$ cat config.mk
export PLATFORM = sky130hd
export DESIGN_NAME = rsc_decode
export DESIGN_NICKNAME = d
export VERILOG_FILES = /design/src/design/rsc_decode.v
export VERILOG_INCLUDE_DIRS = /design/src /design/src/shared
export SDC_FILE = /design/constraint.sdc
export NUM_CORES = 1
export LEC_CHECK = 0
export BUFFER_PORTS_ARGS = -buffer_cell sky130_fd_sc_hd__buf_2
export CAP_MARGIN = 40
export CORE_AREA = 4 4 63 65
export DETAILED_ROUTE_END_ITERATION = 16
export DIE_AREA = 0 0 67 69
export PLACE_DENSITY = 0.83
export RECOVER_POWER = 50
export SLEW_MARGIN = 20
export SYNTH_ARGS = -nofsm -noshare
export SYNTH_HDL_FRONTEND = slang
export SYNTH_SLANG_ARGS = --single-unit
export TNS_END_PERCENT = 5
$ cat constraint.sdc
create_clock -name vclk -period 4.6
set_input_delay 0.69 -clock vclk [all_inputs]
set_output_delay 0.69 -clock vclk [all_outputs]
set_load 0.01 [all_outputs]
$ cat src/shared/rsc_defines.vh
// Constants shared by the RTU slave response checker files
`ifndef RSC_DEFINES_VH
`define RSC_DEFINES_VH
// ==========================================================
// CRC-16
`define RSC_CRC_INIT     16'hFFFF
`define RSC_CRC_POLY     16'hA001
// ==========================================================
// Addressing and frame lengths
`define RSC_ADDR_BCAST   8'h00
`define RSC_MAX_LEN      9'h100
`define RSC_MIN_LEN      9'h004
`define RSC_FIX_LEN      9'h008
`define RSC_WM_MIN_LEN   9'h00B
`define RSC_WM_MAX_LEN   9'h029
`define RSC_WM_HDR_LEN   9'h009
`define RSC_HDR_BYTES    3'h7
// ==========================================================
// Function codes
`define RSC_FC_READ      8'h03
`define RSC_FC_WRITE1    8'h06
`define RSC_FC_DIAG      8'h08
`define RSC_FC_WRITEN    8'h10
`define RSC_FC_EXC_BIT   8'h80
`define RSC_DIAG_SUB_OK  16'h0000
// ==========================================================
// Register range and count limits
`define RSC_REG_LIMIT    17'h02000
`define RSC_CNT_MAX      16'h0011
// ==========================================================
// Exception codes
`define RSC_EXC_FUNC     8'h01
`define RSC_EXC_ADDR     8'h02
`define RSC_EXC_DATA     8'h03
`define RSC_EXC_SLAVE    8'h04
// ==========================================================
// Internal communication error codes
`define RSC_ERR_FUNC     8'h01
`define RSC_ERR_ADDR     8'h88
`define RSC_ERR_UIF      8'h89
`define RSC_ERR_NV       8'h8A
`define RSC_ERR_DATA     8'h8C
`define RSC_ERR_DIS      8'h8D
// ==========================================================
// Outcome codes
`define RSC_OUT_NORMAL   2'h0
`define RSC_OUT_NONE     2'h1
`define RSC_OUT_EXC      2'h2
`endif

$ cat src/design/rsc_decode.v
// Classifies a well-formed query into accept or exception with codes
`timescale 1ns/10ps
`include "rsc_defines.vh"
module rsc_decode (
    input  wire [7:0]  func,
    input  wire [15:0] word_a,
    input  wire [15:0] word_b,
    input  wire [7:0]  bcnt,
    input  wire [8:0]  len,
    input  wire        uif_busy,
    input  wire        nv_busy,
    input  wire        nv_alarm,
    input  wire        range_err,
    input  wire        cmd_dis,
    output reg         exc,
    output reg  [7:0]  exc_code,
    output reg  [7:0]  err_code
);
    reg        supported;
    reg        len_bad;
    reg        cnt_bad;
    reg [16:0] reg_end;

    always @* begin
        supported = (func == `RSC_FC_READ) || (func == `RSC_FC_WRITE1) ||
                    (func == `RSC_FC_DIAG) || (func == `RSC_FC_WRITEN);
        if (func == `RSC_FC_WRITEN) begin
            len_bad = (len < `RSC_WM_MIN_LEN) || (len > `RSC_WM_MAX_LEN) ||
                      (len != `RSC_WM_HDR_LEN + {1'b0, bcnt});
        end else begin
            len_bad = (len != `RSC_FIX_LEN);
        end
        cnt_bad = ((func == `RSC_FC_READ) || (func == `RSC_FC_WRITEN)) &&
                  ((word_b == 16'h0000) || (word_b > `RSC_CNT_MAX));
        if ((func == `RSC_FC_WRITEN) && ({8'h00, bcnt} != {word_b[14:0], 1'b0})) begin
            cnt_bad = 1'b1;
        end
        if (func == `RSC_FC_WRITE1) begin
            reg_end = {1'b0, word_a} + 17'h00001;
        end else begin
            reg_end = {1'b0, word_a} + {1'b0, word_b};
        end
        exc      = 1'b1;
        exc_code = `RSC_EXC_SLAVE;
        err_code = 8'h00;
        if (!supported ||
            ((func == `RSC_FC_DIAG) && (word_a != `RSC_DIAG_SUB_OK))) begin
            exc_code = `RSC_EXC_FUNC;
            err_code = `RSC_ERR_FUNC;
        end else if (len_bad || cnt_bad) begin
            exc_code = `RSC_EXC_DATA;
            err_code = `RSC_ERR_DATA;
        end else if ((func != `RSC_FC_DIAG) && (reg_end >= `RSC_REG_LIMIT)) begin
            exc_code = `RSC_EXC_ADDR;
            err_code = `RSC_ERR_ADDR;
        end else if (uif_busy) begin
            err_code = `RSC_ERR_UIF;
        end else if (nv_busy || nv_alarm) begin
            err_code = `RSC_ERR_NV;
        end else if (range_err && (func != `RSC_FC_READ) && (func != `RSC_FC_DIAG)) begin
            err_code = `RSC_ERR_DATA;
        end else if (cmd_dis) begin
            err_code = `RSC_ERR_DIS;
        end else begin
            exc      = 1'b0;
            exc_code = 8'h00;
        end
    end
endmodule // rsc_decode

==> flow_summary.ini, run 1 <==
[outcome]
status = finished, violations left
violations = setup timing

[drt]
postRouteAntennaNets = 0
wl_per_cell_um = 14.6
drt_pass1_iterations = 4
via_count = 1954
dr.first_iter.drc_count = 89
vias_per_cell = 5.68
drc_errors = 0
wirelength_um = 5040

[global_routing]
grt_overflow = 0
grt_pass1_wl_um = 8020
antenna_found_initial = 0
grt_max_degree = 9
grt_usage = 0.206
grt_pass1_vias = 1922

[logic_synthesis]
synthAdderAreaFrac = 0.164
ys_types = 50
synthXorXnorAreaFrac = 0.0988
synth.area.mux_share = 0
yosys_warnings = 0
syn_area_per_cell_um2 = 6.92
synth-simple-area-share = 0.352
yosysSeqAreaShare = 0
synth_top_family_by_area = simple AND/OR/NAND/NOR gates
netlist_area_um2 = 1420
postSynthCellCount = 205
synth_compound_area_frac = 0.311

[floorplanning]
start_util = 0.425
die_w_um = 67
dieArea_um2 = 4620
io_pins = 79
die-height_um = 69
rows = 21
core_area_um2 = 3340

[placement]
dp_slack_ps = -562
hpwl_um = 3950
portBuffers = 71
place_congestion = 0.953

[sta]
slew_headroom = 0.672
finalHoldViolCount = 0
finalCritPeriodShare = 1.09
period_minus_slack_ps = 5020
worst_pin_slew_ps = 488
setup_ws_ps = -422
slew_viol_final = 0
setup-violations-final = 8
finalSetupTns_ps = -2370
fmax_ghz = 0.199
rsz0062_at_grt = yes

[layout]
layout_commonest_cell = buf_2
layout_common_cells = buf_2, buf_4, xnor2_1
seq_area_um2 = 0
n_clock_buffer = 0
num-nets-final = 380
num-fill-cells = 278
multi_input_area_um2 = 1580
area_growth_pct = 58.9
flops_and_latches = 0
num_antenna_cells = 0
drive_gt1_frac = 0.463
final_util = 0.676

[critical_path]
crit_path_max_incr_delay_ps = 520
start_kind = primary input
crit_arrival_ps = 4330
cp_slowest_cell = or4_4
crit_path_cell_trace = buf_6 -> or4_4 -> or4_4 -> buf_12 -> buf_4 -> and2_1 -> ha_1 -> a21oi_1 -> o21ai_0 -> and3_1 -> or4_4 -> nand3_2 -> a31oi_2 -> or4b_4 -> buf_6
end_kind = primary output
crit_required_ps = 3910
path_common_cell = or4_4
cp_max_fo = 6
path_class = primary input to primary output

[min_path]
hp-class = primary input to primary output
hold_depth = 5

[run]
maxCapViolCount = 0

[power_and_ir_drop]
p_per_area_nw_per_um2 = 97.4
ir_drop_uv = 43.7
p_leak_nw = 0.961

[cts]
holdBufCountCts = 0
## worst max-delay path: cells and delay by family
| family | cells | cell delay, ps |
|---|---|---|
| simple gates | 7 | 2490 |
| buf+inv | 4 | 500 |
| compound gates | 3 | 330 |
| fa+ha+maj | 1 | 300 |
## kinds of logic after synthesis
family	after synthesis
other	1
AOI/OAI and AO/OA	64
xor gates and xnor gates	16
and+or+nand+nor	89
buffers and inverters	17
adders and majority gates	18
## layer usage
metal | GRT usage | vias up | routed length, um | share of wire
met2 | 0.380 | 74 | 2620 | 0.52
met4 | 0.0248 | 0 | 55 | 0.011
met1 | 0.261 | 907 | 1980 | 0.39
met5 | 0 | - | 0 | 0
li1 | - | 967 | - | -
met3 | 0.0114 | 6 | 374 | 0.074
## power by group
group,switching [W],leakage [nW],internal [W]
combinational,0.000107,0.961,0.000113
clock,0,0,0
sequential,0,0,0
## cells in the mapped netlist, types with 2 or more instances
cell / count / area (um^2)
or4_1: 4 / 30.0
nor4_1: 7 / 43.8
a21boi_0: 2 / 15.0
nor2b_1: 2 / 12.5
nor2_1: 10 / 37.5
and2_1: 15 / 93.8
buf_4: 9 / 67.6
o31a_1: 2 / 17.5
a21oi_1: 12 / 60.1
o31ai_1: 4 / 30.0
o21ai_0: 11 / 55.1
inv_1: 3 / 11.3
xor2_1: 2 / 17.5
nand2b_1: 3 / 18.8
a21o_1: 3 / 22.5
a211o_1: 3 / 26.3
and3_1: 2 / 12.5
nor3_1: 12 / 60.1
a211oi_1: 3 / 22.5
nand3_1: 11 / 55.1
ha_1: 17 / 213
nand2_1: 10 / 37.5
o311ai_0: 2 / 17.5
buf_2: 3 / 15.0
clkbuf_1: 2 / 7.51
o211ai_1: 7 / 52.6
xnor2_1: 14 / 123
o21a_1: 5 / 37.5
a31o_2: 2 / 17.5
nand4_1: 3 / 18.8
## repair_timing
item | 4_1_cts | 5_1_grt
hold endpoints to repair | 0 | 0
gates resized for setup | 29 | 9
endpoints found under the setup margin | 8 | 8
buffers inserted | 4 | 2
pin swaps | 19 | 7
cloned | 0 | 0
## stage by stage
stage          hold slack (ps)  power [W]  area, um^2  instances
2_1_floorplan             1510   0.000105        1480        212
3_3_place_gp              1740   0.000173        1980        339
3_5_place_dp              1740   0.000177        1980        339
4_1_cts                   1760   0.000204        2180        343
5_1_grt                   1810   0.000241        2250        344
6_report                  1770   0.000220        2250        344
## cell type report
cell class,count,share of cell area
inverter,3,0.00499
multi-input combinational,195,0.700
tap,46,0.0255
timing repair buffer,100,0.269
## path summary, 6_finish.rpt
path | from | endpoint
setup / recovery | func[4] | exc
hold / removal | uif_busy | err_code[1]
Note: power is estimated with default switching activity, not from simulation.
==> inputs of run 2 (changes only) <==
Settings changed: CORE_AREA 4 4 63 65 to 8 8 67 69, DIE_AREA 0 0 67 69 to 0 0 75 77.
==> flow_summary.ini, run 2 (synthesized netlist as in run 1, its figures left out) <==
[sta]
slew_headroom = 0.652
finalSetupTns_ps = -1850
worst_pin_slew_ps = 517
rsz0062_at_grt = yes
setup_ws_ps = -367
slew_viol_final = 0
finalHoldViolCount = 0
period_minus_slack_ps = 4970
setup-violations-final = 8
finalCritPeriodShare = 1.08
fmax_ghz = 0.201

[power_and_ir_drop]
sw_frac_of_total = 0.499
p_per_area_nw_per_um2 = 95.1
clockPowerShare = 0
combPwrFrac = 1.000
intPower_w = 0.000108
power_frac_seq = 0
p_leak_nw = 0.968
ir_drop_uv = 47.9
switchingPower_w = 0.000107

[layout]
area_growth_pct = 59.5
num-nets-final = 380
num_antenna_cells = 0
num-fill-cells = 316
final_cells = 346
n_clock_buffer = 0
drive_gt1_frac = 0.456
layout_commonest_cell = buf_2
layout_common_cells = buf_2, buf_4, xnor2_1
flops_and_latches = 0
seq_area_um2 = 0
multi_input_area_um2 = 1580

[drt]
top_layer_used = met4
drt_pass1_iterations = 4
wl_met3_um = 367
wirelength_um = 5440
wl_met1_um = 2170
wl_per_cell_um = 15.7
via_count = 1947
drc_errors = 0
postRouteAntennaNets = 0
met2RoutedLength_um = 2860
dr.first_iter.drc_count = 92
vias_per_cell = 5.63

[cts]
holdBufCountCts = 0

[critical_path]
crit_arrival_ps = 4280
cp_max_fo = 6
crit_required_ps = 3910
path_class = primary input to primary output
path_delay_family = simple AND/OR/NAND/NOR gates
start_kind = primary input
crit_path_cell_trace = buf_6 -> or4_4 -> or4_4 -> buf_8 -> and2_4 -> fa_2 -> a211o_1 -> o2111ai_2 -> a2111oi_4 -> o41ai_2 -> xor2_1 -> a31oi_2 -> or4b_4 -> buf_6
crit_path_max_incr_delay_ps = 520
cp_slowest_cell = or4_4
cp_num_buf_inv = 3
end_kind = primary output

[placement]
hpwl_um = 4190
dp_slack_ps = -587
placed_cells = 342
place_congestion = 0.899
portBuffers = 71

[global_routing]
grt_overflow = 0
antenna_found_initial = 0
grt_max_degree = 9
grt_pass1_wl_um = 8790
grt_usage = 0.180
grt_pass1_vias = 2001

[outcome]
status = finished, violations left
violations = setup timing

[floorplanning]
start_util = 0.406
io_pins = 79
die_w_um = 75
dieArea_um2 = 5780
core_area_um2 = 3500
rows = 22
die-height_um = 77

[min_path]
hp-class = primary input to primary output

[run]
maxCapViolCount = 0
run 2: cell count changes in the layout (fill, tap and decap cells not counted), sizes merged:
cell	delta
buf	-1
bufbuf	+1
run 2: worst paths after layout:
| path | endpoint | depth (start not counted) | from |
|---|---|---|---|
| worst max-delay path | exc | 14 | func[4] |
| worst min-delay path | err_code[1] | 5 | uif_busy |
run 2: repair_timing:
| action | CTS | global route |
|---|---|---|
| pin swaps | 18 | 3 |
| resized for setup | 27 | 6 |
| setup endpoints to repair | 8 | 8 |
| gates cloned | 1 | 0 |
| setup buffers | 3 | 0 |
run 2: per-layer routing:
layer / GRT usage / vias up
li1: - / 972
met1: 0.199 / 911
met2: 0.341 / 60
met3: 0.0312 / 4
met4: 0.0216 / 0
met5: 0 / -
run 2: final cells by class:
class / count / area share
multi-input combinational: 195 / 0.696
inverter: 3 / 0.00498
timing repair buffer: 100 / 0.273
tap: 48 / 0.0265
run 2: power by group through the flow:
stage / logic (W) / registers [W] / clock network (W)
floorplan: 0.000105 / 0 / 0
global placement: 0.000173 / 0 / 0
detailed placement: 0.000177 / 0 / 0
CTS: 0.000202 / 0 / 0
global route: 0.000235 / 0 / 0
finish: 0.000215 / 0 / 0
run 2: per-stage QoR:
| stage | utilization | area (um^2) | power [W] | hold slack [ps] |
|---|---|---|---|---|
| finish | 0.647 | 2260 | 0.000215 | 1770 |
| global route | 0.647 | 2260 | 0.000235 | 1800 |
| CTS | 0.637 | 2230 | 0.000202 | 1760 |
| detailed placement | 0.570 | 1990 | 0.000177 | 1740 |
| global placement | 0.570 | 1990 | 0.000173 | 1740 |
| floorplan | - | 1480 | 0.000105 | 1510 |
